## src/verilog/dbg_trace_pkg.sv

```systemverilog
package dbg_trace_pkg;

	localparam int ADDR_W = 64;
	localparam logic [7:0] VEC_DEBUG = 8'h01;
	localparam logic [7:0] VEC_BREAKPOINT = 8'h03;
	localparam logic [7:0] VEC_MACHINE_CHECK = 8'h12;
	localparam logic [ADDR_W-1:0] RECORD_RESET = 64'h0000000000000000;
	// Retirements left unstepped after the one that sets the trap flag
	localparam logic [1:0] QUIET_INIT = 2'h1;

	// Retirement classes reported by the core
	typedef enum logic [3:0] {
		RET_PLAIN = 4'h0,
		RET_NEAR_BRANCH = 4'h1,
		RET_FAR_BRANCH = 4'h2,
		RET_COND_BRANCH = 4'h3,
		RET_SOFT_INT = 4'h4,
		RET_ONE_BYTE_BP = 4'h5,
		RET_OVERFLOW_TRAP = 4'h6,
		RET_DEBUG_TRAP = 4'h7,
		RET_INT_RETURN = 4'h8,
		RET_SYS_CALL = 4'h9,
		RET_RESUME_SMM = 4'hA
	} retire_class_t;

	// Asynchronous events delivered by the core sequencer
	typedef enum logic [2:0] {
		EV_NONE = 3'h0,
		EV_EXCEPTION = 3'h1,
		EV_EXT_INT = 3'h2,
		EV_NMI = 3'h3,
		EV_SMI = 3'h4,
		EV_MACHINE_CHECK = 3'h5
	} async_event_t;

endpackage

```

## src/verilog/debug_step_branch_trace.sv

```systemverilog
module debug_step_branch_trace
	import dbg_trace_pkg::*;
(
	// Clock and reset
	input wire logic clk,
	input wire logic nrst,
	// Retirement
	input wire logic retire_valid,
	input wire retire_class_t retire_class,
	input wire logic [7:0] retire_int_vector,
	input wire logic retire_sets_tf,
	input wire logic [ADDR_W-1:0] retire_offset,
	input wire logic [ADDR_W-1:0] next_offset,
	// Asynchronous event entry
	input wire async_event_t event_kind,
	input wire logic [ADDR_W-1:0] event_from_offset,
	input wire logic [ADDR_W-1:0] handler_offset,
	input wire logic ext_int_pending,
	// Software writes
	input wire logic tf_write,
	input wire logic tf_write_value,
	input wire logic ctl_write,
	input wire logic ctl_record_value,
	input wire logic ctl_step_value,
	input wire logic cause_clear,
	// Flags and state
	output logic trap_flag,
	output logic saved_trap_flag,
	output logic branch_record_enable,
	output logic branch_step_enable,
	output logic single_step_cause_bit,
	// Exception requests to the sequencer
	output logic debug_exception,
	output logic breakpoint_exception,
	output logic [7:0] exc_vector,
	output logic take_pending_int,
	// Records
	output logic [ADDR_W-1:0] branch_source_record,
	output logic [ADDR_W-1:0] branch_target_record,
	output logic [ADDR_W-1:0] exception_source_record,
	output logic [ADDR_W-1:0] exception_target_record
);

	////////////////////////////////////////////////////////////////////
	// Classification

	function automatic logic is_soft_int(input retire_class_t c);
		return c == RET_SOFT_INT || c == RET_ONE_BYTE_BP || c == RET_OVERFLOW_TRAP;
	endfunction

	function automatic logic is_xfer(input retire_class_t c);
		return c != RET_PLAIN;
	endfunction

	logic ret_xfer;
	logic ev_xfer;
	logic any_xfer;
	logic bp_instr;
	logic soft_int;
	logic step_due;
	logic step_arm;
	logic [1:0] quiet;

	assign ret_xfer = retire_valid && is_xfer(retire_class);
	assign ev_xfer = event_kind != EV_NONE;
	assign any_xfer = ret_xfer || ev_xfer;
	assign soft_int = retire_valid && is_soft_int(retire_class);
	assign bp_instr = retire_valid && (retire_class == RET_ONE_BYTE_BP ||
		(retire_class == RET_SOFT_INT && retire_int_vector == VEC_BREAKPOINT));

	////////////////////////////////////////////////////////////////////
	// Single-step decision

	// Quiet window covers the setter and the one instruction after it
	always_ff @(posedge clk) begin
		if (!nrst) begin
			quiet <= 2'h0;
		end else if (retire_valid && retire_sets_tf && !trap_flag) begin
			quiet <= QUIET_INIT;
		end else if (retire_valid && quiet != 2'h0) begin
			quiet <= quiet - 2'h1;
		end
	end

	assign step_arm = trap_flag && quiet == 2'h0 && !(retire_sets_tf && !trap_flag);
	always_comb begin
		if (!step_arm || soft_int) begin
			step_due = 1'b0;
		end else if (branch_step_enable) begin
			step_due = any_xfer;
		end else begin
			step_due = retire_valid;
		end
	end

	assign debug_exception = step_due || (retire_valid && retire_class == RET_DEBUG_TRAP);
	assign breakpoint_exception = bp_instr && !step_due;
	always_comb begin
		if (debug_exception) begin
			exc_vector = VEC_DEBUG;
		end else if (breakpoint_exception) begin
			exc_vector = VEC_BREAKPOINT;
		end else begin
			exc_vector = 8'h00;
		end
	end
	// Step trap wins; the pending interrupt is taken at handler entry
	assign take_pending_int = step_due && ext_int_pending;

	////////////////////////////////////////////////////////////////////
	// Trap flag and saved image

	always_ff @(posedge clk) begin
		if (!nrst) begin
			trap_flag <= 1'b0;
		end else if (debug_exception) begin
			trap_flag <= 1'b0;
		end else if (soft_int) begin
			trap_flag <= 1'b0;
		end else if (retire_valid && retire_class == RET_INT_RETURN) begin
			trap_flag <= saved_trap_flag;
		end else if (tf_write) begin
			trap_flag <= tf_write_value;
		end else if (retire_valid && retire_sets_tf) begin
			trap_flag <= 1'b1;
		end
	end

	always_ff @(posedge clk) begin
		if (!nrst) begin
			saved_trap_flag <= 1'b0;
		end else if (debug_exception || soft_int || ev_xfer) begin
			saved_trap_flag <= trap_flag;
		end
	end

	////////////////////////////////////////////////////////////////////
	// Control and status bits

	always_ff @(posedge clk) begin
		if (!nrst) begin
			branch_record_enable <= 1'b0;
			branch_step_enable <= 1'b0;
		end else if (debug_exception) begin
			branch_record_enable <= 1'b0;
			branch_step_enable <= 1'b0;
		end else if (ctl_write) begin
			branch_record_enable <= ctl_record_value;
			branch_step_enable <= ctl_step_value;
		end
	end

	// Hardware set beats a simultaneous software clear
	always_ff @(posedge clk) begin
		if (!nrst) begin
			single_step_cause_bit <= 1'b0;
		end else if (step_due) begin
			single_step_cause_bit <= 1'b1;
		end else if (cause_clear) begin
			single_step_cause_bit <= 1'b0;
		end
	end

	////////////////////////////////////////////////////////////////////
	// Transfer records

	logic upd_branch;
	logic upd_exception;
	logic [ADDR_W-1:0] src_sel;
	logic [ADDR_W-1:0] dst_sel;
	logic exc_copy;

	// Offsets only; code-segment base is never added
	assign src_sel = ev_xfer ? event_from_offset : retire_offset;
	assign dst_sel = ev_xfer ? handler_offset : next_offset;
	assign upd_branch = branch_record_enable && any_xfer && !debug_exception;
	assign exc_copy = (ev_xfer && event_kind != EV_MACHINE_CHECK) ||
		(soft_int && !bp_instr) || bp_instr;
	assign upd_exception = upd_branch && exc_copy;

	transfer_records u_records (
		.clk(clk),
		.nrst(nrst),
		.upd_branch(upd_branch),
		.upd_exception(upd_exception),
		.src_offset(src_sel),
		.dst_offset(dst_sel),
		.branch_source_record(branch_source_record),
		.branch_target_record(branch_target_record),
		.exception_source_record(exception_source_record),
		.exception_target_record(exception_target_record)
	);

	////////////////////////////////////////////////////////////////////
	// Checks

	chk_step_clears_tf: assert property (
		@(posedge clk) disable iff (!nrst)
		step_due |=> !trap_flag && single_step_cause_bit)
		else $error("trap flag not cleared or cause not set after step");

	chk_step_every_instr: assert property (
		@(posedge clk) disable iff (!nrst)
		retire_valid && step_arm && !branch_step_enable && !soft_int |-> debug_exception)
		else $error("missing single-step exception");

	chk_no_step_setter: assert property (
		@(posedge clk) disable iff (!nrst)
		retire_valid && retire_sets_tf && !trap_flag |-> !step_due)
		else $error("step raised on the setter");

	chk_no_step_follower: assert property (
		@(posedge clk) disable iff (!nrst)
		retire_valid && quiet != 2'h0 |-> !step_due)
		else $error("step raised on the follower");

	chk_quiet_armed: assert property (
		@(posedge clk) disable iff (!nrst)
		retire_valid && retire_sets_tf && !trap_flag |=> quiet == QUIET_INIT)
		else $error("quiet window not opened by setter");

	chk_cause_bit_set: assert property (
		@(posedge clk) disable iff (!nrst)
		$rose(single_step_cause_bit) |-> $past(step_due))
		else $error("cause bit rose without a step");

	chk_cause_set_wins: assert property (
		@(posedge clk) disable iff (!nrst)
		step_due && cause_clear |=> single_step_cause_bit)
		else $error("clear beat a simultaneous step");

	chk_cause_clear: assert property (
		@(posedge clk) disable iff (!nrst)
		cause_clear && !step_due |=> !single_step_cause_bit)
		else $error("cause bit not cleared");

	chk_saved_image: assert property (
		@(posedge clk) disable iff (!nrst)
		step_due |=> saved_trap_flag)
		else $error("saved image lost the trap flag");

	chk_interrupt_return_instr_restore: assert property (
		@(posedge clk) disable iff (!nrst)
		retire_valid && retire_class == RET_INT_RETURN && !debug_exception
		|=> trap_flag == $past(saved_trap_flag))
		else $error("interrupt return did not restore trap flag");

	chk_int_after_step: assert property (
		@(posedge clk) disable iff (!nrst)
		ext_int_pending && step_due |-> take_pending_int && exc_vector == VEC_DEBUG)
		else $error("pending interrupt not deferred behind step trap");

	chk_no_grant_idle: assert property (
		@(posedge clk) disable iff (!nrst)
		!step_due |-> !take_pending_int)
		else $error("pending interrupt granted without a step trap");

	chk_softint_clears: assert property (
		@(posedge clk) disable iff (!nrst)
		soft_int |=> !trap_flag)
		else $error("software interrupt left trap flag set");

	chk_softint_no_step: assert property (
		@(posedge clk) disable iff (!nrst)
		soft_int |-> !step_due)
		else $error("software interrupt was stepped");

	chk_bp_vector: assert property (
		@(posedge clk) disable iff (!nrst)
		bp_instr && !step_due |-> breakpoint_exception && exc_vector == VEC_BREAKPOINT)
		else $error("breakpoint not routed to vector 3");

	chk_bp_not_debug: assert property (
		@(posedge clk) disable iff (!nrst)
		breakpoint_exception |-> exc_vector != VEC_DEBUG)
		else $error("breakpoint sent to the debug vector");

	chk_plain_no_xfer: assert property (
		@(posedge clk) disable iff (!nrst)
		retire_class == RET_PLAIN && event_kind == EV_NONE |-> !any_xfer)
		else $error("plain instruction counted as transfer");

	chk_event_is_xfer: assert property (
		@(posedge clk) disable iff (!nrst)
		event_kind != EV_NONE |-> any_xfer)
		else $error("event not counted as transfer");

	chk_record_update: assert property (
		@(posedge clk) disable iff (!nrst)
		branch_record_enable && any_xfer && !debug_exception
		|=> branch_source_record == $past(src_sel) && branch_target_record == $past(dst_sel))
		else $error("branch records not updated on transfer");

	chk_branch_offsets: assert property (
		@(posedge clk) disable iff (!nrst)
		upd_branch && !ev_xfer |=> branch_target_record == $past(next_offset))
		else $error("branch target is not the next offset");

	chk_event_offsets: assert property (
		@(posedge clk) disable iff (!nrst)
		upd_branch && ev_xfer |=> branch_source_record == $past(event_from_offset)
		&& branch_target_record == $past(handler_offset))
		else $error("event records not interrupted and handler offsets");

	chk_exc_copy: assert property (
		@(posedge clk) disable iff (!nrst)
		upd_exception |=> exception_source_record == branch_source_record
		&& exception_target_record == branch_target_record)
		else $error("exception records not copied from branch records");

	chk_no_copy_mc: assert property (
		@(posedge clk) disable iff (!nrst)
		event_kind == EV_MACHINE_CHECK && !soft_int |=> $stable(exception_source_record)
		&& $stable(exception_target_record))
		else $error("machine check changed exception records");

	chk_debug_clears_rec: assert property (
		@(posedge clk) disable iff (!nrst)
		debug_exception |=> !branch_record_enable)
		else $error("debug exception left recording on");

	chk_records_kept: assert property (
		@(posedge clk) disable iff (!nrst)
		debug_exception |=> $stable(branch_source_record) && $stable(branch_target_record)
		&& $stable(exception_source_record) && $stable(exception_target_record))
		else $error("records changed on debug exception");

	chk_no_base: assert property (
		@(posedge clk) disable iff (!nrst)
		upd_branch && !ev_xfer |=> branch_source_record == $past(retire_offset))
		else $error("branch source is not the plain offset");

	chk_branch_only: assert property (
		@(posedge clk) disable iff (!nrst)
		branch_step_enable && retire_valid && !any_xfer |-> !step_due)
		else $error("step trap on plain instruction in branch-step mode");

	chk_branch_step: assert property (
		@(posedge clk) disable iff (!nrst)
		step_arm && branch_step_enable && any_xfer && !soft_int |-> debug_exception)
		else $error("no step trap on transfer in branch-step mode");

	chk_debug_clears_ctl: assert property (
		@(posedge clk) disable iff (!nrst)
		debug_exception |=> !branch_step_enable && !trap_flag)
		else $error("debug exception left step bits set");

	chk_reset_clears: assert property (
		@(posedge clk)
		!nrst |=> !branch_record_enable && !branch_step_enable
		&& branch_source_record == RECORD_RESET && exception_target_record == RECORD_RESET)
		else $error("reset did not clear enables and records");

	chk_hold_disabled: assert property (
		@(posedge clk) disable iff (!nrst)
		!branch_record_enable |=> $stable(branch_source_record)
		&& $stable(branch_target_record) && $stable(exception_source_record))
		else $error("records changed while recording is off");

	chk_ctl_write: assert property (
		@(posedge clk) disable iff (!nrst)
		ctl_write && !debug_exception |=> branch_record_enable == $past(ctl_record_value)
		&& branch_step_enable == $past(ctl_step_value))
		else $error("control write did not take effect");

endmodule // debug_step_branch_trace

```

## src/verilog/transfer_records.sv

```systemverilog
// Four transfer records; branch pair and exception pair written on separate update strobes
module transfer_records
	import dbg_trace_pkg::*;
(
	// Clock and reset
	input wire logic clk,
	input wire logic nrst,
	// Update controls
	input wire logic upd_branch,
	input wire logic upd_exception,
	input wire logic [ADDR_W-1:0] src_offset,
	input wire logic [ADDR_W-1:0] dst_offset,
	// Record contents
	output logic [ADDR_W-1:0] branch_source_record,
	output logic [ADDR_W-1:0] branch_target_record,
	output logic [ADDR_W-1:0] exception_source_record,
	output logic [ADDR_W-1:0] exception_target_record
);

	always_ff @(posedge clk) begin
		if (!nrst) begin
			branch_source_record <= RECORD_RESET;
			branch_target_record <= RECORD_RESET;
		end else if (upd_branch) begin
			branch_source_record <= src_offset;
			branch_target_record <= dst_offset;
		end
	end

	// Exception copy takes the branch pair as it stands after this transfer
	always_ff @(posedge clk) begin
		if (!nrst) begin
			exception_source_record <= RECORD_RESET;
			exception_target_record <= RECORD_RESET;
		end else if (upd_exception) begin
			exception_source_record <= src_offset;
			exception_target_record <= dst_offset;
		end
	end

endmodule // transfer_records

```

## config.mk

```make
export PLATFORM = sky130hd
export DESIGN_NAME = debug_step_branch_trace
export DESIGN_NICKNAME = d
export VERILOG_FILES = /design/src/verilog/dbg_trace_pkg.sv /design/src/verilog/debug_step_branch_trace.sv /design/src/verilog/transfer_records.sv
export SDC_FILE = /design/constraint.sdc
export NUM_CORES = 1
export LEC_CHECK = 0
export BUFFER_PORTS_ARGS = -buffer_cell sky130_fd_sc_hd__buf_2
export CORE_AREA = 2 2 216 218
export CTS_CLUSTER_SIZE = 25
export DETAILED_ROUTE_END_ITERATION = 10
export DIE_AREA = 0 0 218 220
export PLACE_DENSITY = 0.58
export RECOVER_POWER = 100
export SLEW_MARGIN = 20
export SYNTH_ARGS = -nofsm -noshare
export SYNTH_HDL_FRONTEND = slang
export SYNTH_SLANG_ARGS = --single-unit
export TNS_END_PERCENT = 10
```

## constraint.sdc

```tcl
create_clock -name clk -period 3.9 [get_ports clk]
set_clock_uncertainty 0.1 [all_clocks]
set_input_delay 0.78 -clock clk [delete_from_list [all_inputs] [get_ports clk]]
set_output_delay 0.78 -clock clk [all_outputs]
set_load 0.005 [all_outputs]
```

* Word-level counts from Yosys, hierarchy flattened *
Index checks and enable logic that the tools add are counted.

cells by class
  bitwise operators = 1
  reduce and logical (&&, ||, !) cells = 45
  $add $sub $neg = 1
  mux-type cells = 13
  equality and inequality tests = 7

operators with widths
  kind                                                 number
  2-to-1 mux 64 bit                                    2
  logical AND 1 bit                                    19
  equality test 4 x 3 -> 1 bit, second input constant  4
  logical OR 1 bit                                     10
  2-to-1 mux 1 bit                                     9
  equality test 8 x 2 -> 1 bit, second input constant  1
  logical NOT 1 bit                                    6
  nonzero test 2 bit                                   3
  nonzero test 3 bit                                   2
  equality test 4 bit, second input constant           1
  2-to-1 mux 2 bit                                     2
  nonzero test 4 bit                                   1
  OR reduction 2 bit                                   2
  inequality test 3 bit, second input constant         1
  OR reduction 3 bit                                   1
  logical NOT 2 bit                                    1
  subtractor 2 x 1 -> 2 bit, second input constant     1
  NOT 1 bit                                            1

storage, ports and cells
  bits of input ports = 282
  word-level logic and storage cells = 78
  register bits = 263
  output and inout port bits = 272

* Depth between registers and ports, before layout *
  depth after elaboration = 11
  depth in mapped cells = 9
  depth with buffers taken out = 7

* Cells and area by module *
A second synthesis with hierarchy kept.

second synthesis, totals
  cells, all modules = 1,035
  area, all modules = 12,036.5 µm²

modules (own cells, without submodules)
  module                   times used  sequential area each (µm²)  area an instance (µm²)  cells an instance
  transfer_records         1           5,124.9                     9,940.8                 824
  debug_step_branch_trace  1           140.1                       2,095.8                 211

* Worst setup path after synthesis *
OpenSTA, ideal clock, no wires.

  path kind = input port to output port
  start = in retire_valid
  end = out exc_vector[0]
  stages on the path = 5
  buffers on the path = 1
  setup slack = 1.346 ns
  data arrival time = 1.674 ns
  data required time = 3.020 ns
  cell sequence = buf_2 > nor4_1 > a311oi_2 > a21oi_1 > nand2b_1

between the ends
  longest elaborated chain between the ends = 8
  elaborated cells on any way between the ends = 13
  classes of those cells = mux: 4; reduce/logical: 9

ends and longest elaborated chain
  item                  RTL line                        text
  from (decl)           debug_step_branch_trace.sv:8    input wire logic retire_valid,
  logical AND 1 bit     debug_step_branch_trace.sv:64   assign ret_xfer = retire_valid && is_xfer(retire_class);
  logical OR 1 bit      debug_step_branch_trace.sv:66   assign any_xfer = ret_xfer || ev_xfer;
  2-to-1 mux 1 bit      debug_step_branch_trace.sv:89   end else if (branch_step_enable) begin
  2-to-1 mux 1 bit      debug_step_branch_trace.sv:87   if (!step_arm || soft_int) begin
  logical NOT 1 bit     debug_step_branch_trace.sv:97   assign breakpoint_exception = bp_instr && !step_due;
  logical AND 1 bit     debug_step_branch_trace.sv:97
  2-to-1 mux 2 bit      debug_step_branch_trace.sv:101  end else if (breakpoint_exception) begin
  2-to-1 mux 2 bit (*)  debug_step_branch_trace.sv:99   if (debug_exception) begin
  to (decl)             debug_step_branch_trace.sv:35   output logic [7:0] exc_vector,

Mark *: on every way between the ends. The rest lies on a longest branch, timed or not.

* Worst setup path after layout *
  start = in nrst
  end = reg u_records.branch_source_record[43]

RTL lines
  item                  RTL line                      text
  from (decl)           debug_step_branch_trace.sv:6  input wire logic nrst,
  to (signal assigned)  transfer_records.sv:25        branch_source_record <= src_offset;
  to (decl)             transfer_records.sv:14        output logic [ADDR_W-1:0] branch_source_record,

No word-level cell between the ends.

==> impl_results.md <==
- Synthesized area: 10930 um^2
- Fillcell total: 4848
- Hold_buf cts: 0
- Worst-case reg-to-reg path depth: 7
- Max Root-Sink Buffers: 3
- PortBufs: 547
- Post-Route WL: 33470 um
- Simple-gate share of the synthesized area: 10.38%
- Yosys reg bits: 263
- Violations in the final reports: capacitance limit, slew limit
- CP arrival: 3.60 ns
- Pwr Total: 6752 uW
- Row cnt: 79
- Main combinational cell family by area after synthesis: compound AO/OA/AOI/OAI gates
- Yosys warns: 0
- CTS tree: built
- Combinational share of power: 13.4%
- Clk_lat worst skew: 0.55 ns
- Post-Synth XOR/XNOR Area: 0.08013%
- Final worst slack: 0.6993 ns
- Top Ports: 554
- Data required time of the worst path: 4.30 ns
- Die height: 220 um
- Post-synthesis sequential area ratio: 48.17%
- Leak: 0.008646 uW
- Net count, final: 1839
- Post CTS Setup Buffer Count: 0
- CP startpoint kind: input pin
- Worst-path fanout max: 116
- Synth unique cells: 33
- Reg-to-reg setup timing slack: 1.45 ns
- Adder-Cell Fraction of Synth Area: 0.1145%
- Layout cell share with drive strength beyond 1: 25.22%
- DIE WIDTH: 218 um
- WL per Instance: 15.32 um
- Slew @ Worst Pin: 2.635 ns
- PwrDens: 453.4 nW/um^2
- H-tree levels: 1
- Crit. End Element: flop
- Post-cts repair resize count: 0
- GR Util All Layers: 12.79%
- CTS sink count: 263
- Setup CP Type: input pin to flop
- Relative slew slack: -75.68%
- Proportion of synthesized area in mux cells: 12.09%
- CTS Buf Count: 30
- Final Hold Violating Endpoints: 0
- Die area: 47960 um^2
- Fin Setup TNS: 0 ns
- Gr ovfl total: 0
- Register share of total power: 44.2%
- Hold Path Depth: 3
- CP peak stage delay: 1.80 ns
- # DRC: 0
- Initial antenna violation count: 0
- EDFF count, synth: 0
- Post-synth top area share: 48.17%
- Reg2reg start: quiet[0]
- Core Area: 45860 um^2
- Commonest cells post-synth: dfxtp_1, nand2_1, o211a_1, mux2i_1, buf_2
- Initial DRC count: 475
- Area grow syn2layout: 36.26%
- Worst Hold End: branch_step_enable
- Reg2reg end: u_records.exception_source_record[53]
- First-pass GRT wire length: 49470 um
- # setup viols final: 0
- Vias in the first global route: 9300
- Critical-path cell list: clkbuf_2 > clkbuf_1 > o211a_1
- Sw frac: 25.32%
- Worst ir drop on vdd: 235.3 uV
- P_int: 5043 uW
- Via count: 9964
- RSZ-0062 raised after global routing: no
- 1st-pass router iterations: 7
- Largest net degree at the start of global routing: 143
- Sw Pwr: 1710 uW
- Largest area contributor in the netlist: dfxtp_1
- HP Start: ctl_step_value
- Clk slew on worst S/H paths: 0.06 ns
- Max-slew violations: 115
- Mapped Cells: 1066
- Tmin final: 3.201 ns
- Final period util: 82.07%
- CP max-delay cell: clkbuf_2
- Antenna-violating nets left: 0
- Status: complete, but fails checks
- Final Wtd Congestion: 0.8447
- Post-synth ARST share: 0%
- Vias per cell: 4.560
- Clk root buf: clkbuf_16
- Initial Util: 23.83%
- Maxcap violations: 1
- Prevailing post-synth register cell: dfxtp_1
- DP Worst Slack: 0.8159 ns
- F_max: 312.4 MHz
- Top post-synthesis cells by area: dfxtp_1, o211a_1, mux2i_1, nand2_1, buf_2
- # diodes: 0
- Average cell area after synthesis: 10.25 um^2
- Hold Path Class: input pin to flop
- Post-synthesis compound-gate area fraction: 24.48%
- Detailed Place HPWL: 24280 um
- Clock network fraction of design power: 42.4%
-- layout by cell type, fill, tap and decap left out, drive strengths merged --
cell        n
o221ai      1
nand3       1
o211ai      1
clkinv      8
or3         1
nor3b       1
a41oi       1
dfxtp     263
nor3        5
xor2        1
clkbuf    260
and3b       1
nor4        3
clkinvlp    1
conb        6
a211oi      2
o211a     256
o41a        1
and3        1
nand2b      3
mux2i     132
a21boi      1
a21oi       5
nor2b       2
a311oi      1
buf       342
inv         3
nor2        5
o21ai       2
nand3b      2
nand2     263
bufinv      2
ha          1
-- power by group through the flow --
stage	Clock [uW]	Sequential [uW]	Combinational, uW
final	2860	2990	904
after global routing	3070	3010	1000
after CTS	2960	2980	960
after detailed placement	0	3040	959
after global placement	0	3030	947
after floorplan	0	3050	462
-- kinds of logic after synthesis --
group           Yosys count
other cells               1
compound gates          271
buf+inv                 109
fa+ha+maj                 1
xor+xnor                  1
simple gates            288
flops                   263
mux                     132
-- area by class of cell --
class	count	area (um^2)	area share [%]
well taps	607	759.5	5.099
inverters	3	11.26	0.07560
multi-input cells	699	5201	34.92
repair buffers	559	2635	17.69
flip-flops and latches	263	5265	35.35
clock buffers	43	910.9	6.116
clock inverters	11	111.4	0.7476
-- worst max-delay path: cells and delay by family --
family	cells	cell delay, ns
buffers and inverters	2	2.46
AOI/OAI and AO/OA	1	0.25
-- worst max path at each step --
stage                     slack (ns)                                    end       startpoint  depth (start not counted)
after detailed placement        0.82  u_records.exception_source_record[53]  retire_class[1]                          7
after global placement          0.93  u_records.exception_target_record[49]     retire_valid                          7
after CTS                       0.68                          exc_vector[0]         quiet[0]                          7
after floorplan                 1.35                          exc_vector[0]     retire_valid                          5
final                           0.70     u_records.branch_source_record[43]             nrst                          3
after global routing            0.48     u_records.branch_source_record[43]             nrst                          3
-- through the flow --
step | cell area [um^2] | hold slack (ns) | cells | util (%)
2_1_floorplan | 10950 | 0.3503 | 1071 | -
6_report | 14890 | 0.3703 | 2185 | 32.47
3_3_place_gp | 14160 | 0.3656 | 2131 | 30.88
3_5_place_dp | 14160 | 0.3804 | 2131 | 30.88
5_1_grt | 14890 | 0.3675 | 2185 | 32.47
4_1_cts | 15180 | 0.3406 | 2185 | 33.11
-- sequential cells by signal (all words and copies together), names as in the netlist --
register,count
quiet,2
branch_record_enable,1
branch_step_enable,1
u_records.branch_target_record,64
single_step_cause_bit,1
u_records.exception_source_record,64
trap_flag,1
saved_trap_flag,1
u_records.exception_target_record,64
u_records.branch_source_record,64
-- per-layer routing --
metal / vias up / track usage (%) / part of all wire (%)
met3: 51 / 3.671 / 8.9
met4: 0 / 4.422 / 2.5
met1: 4708 / 14.72 / 40
met2: 398 / 22.59 / 49
met5: - / 0 / 0
li1: 4807 / - / -
Power figures use the tool's default switching activity.
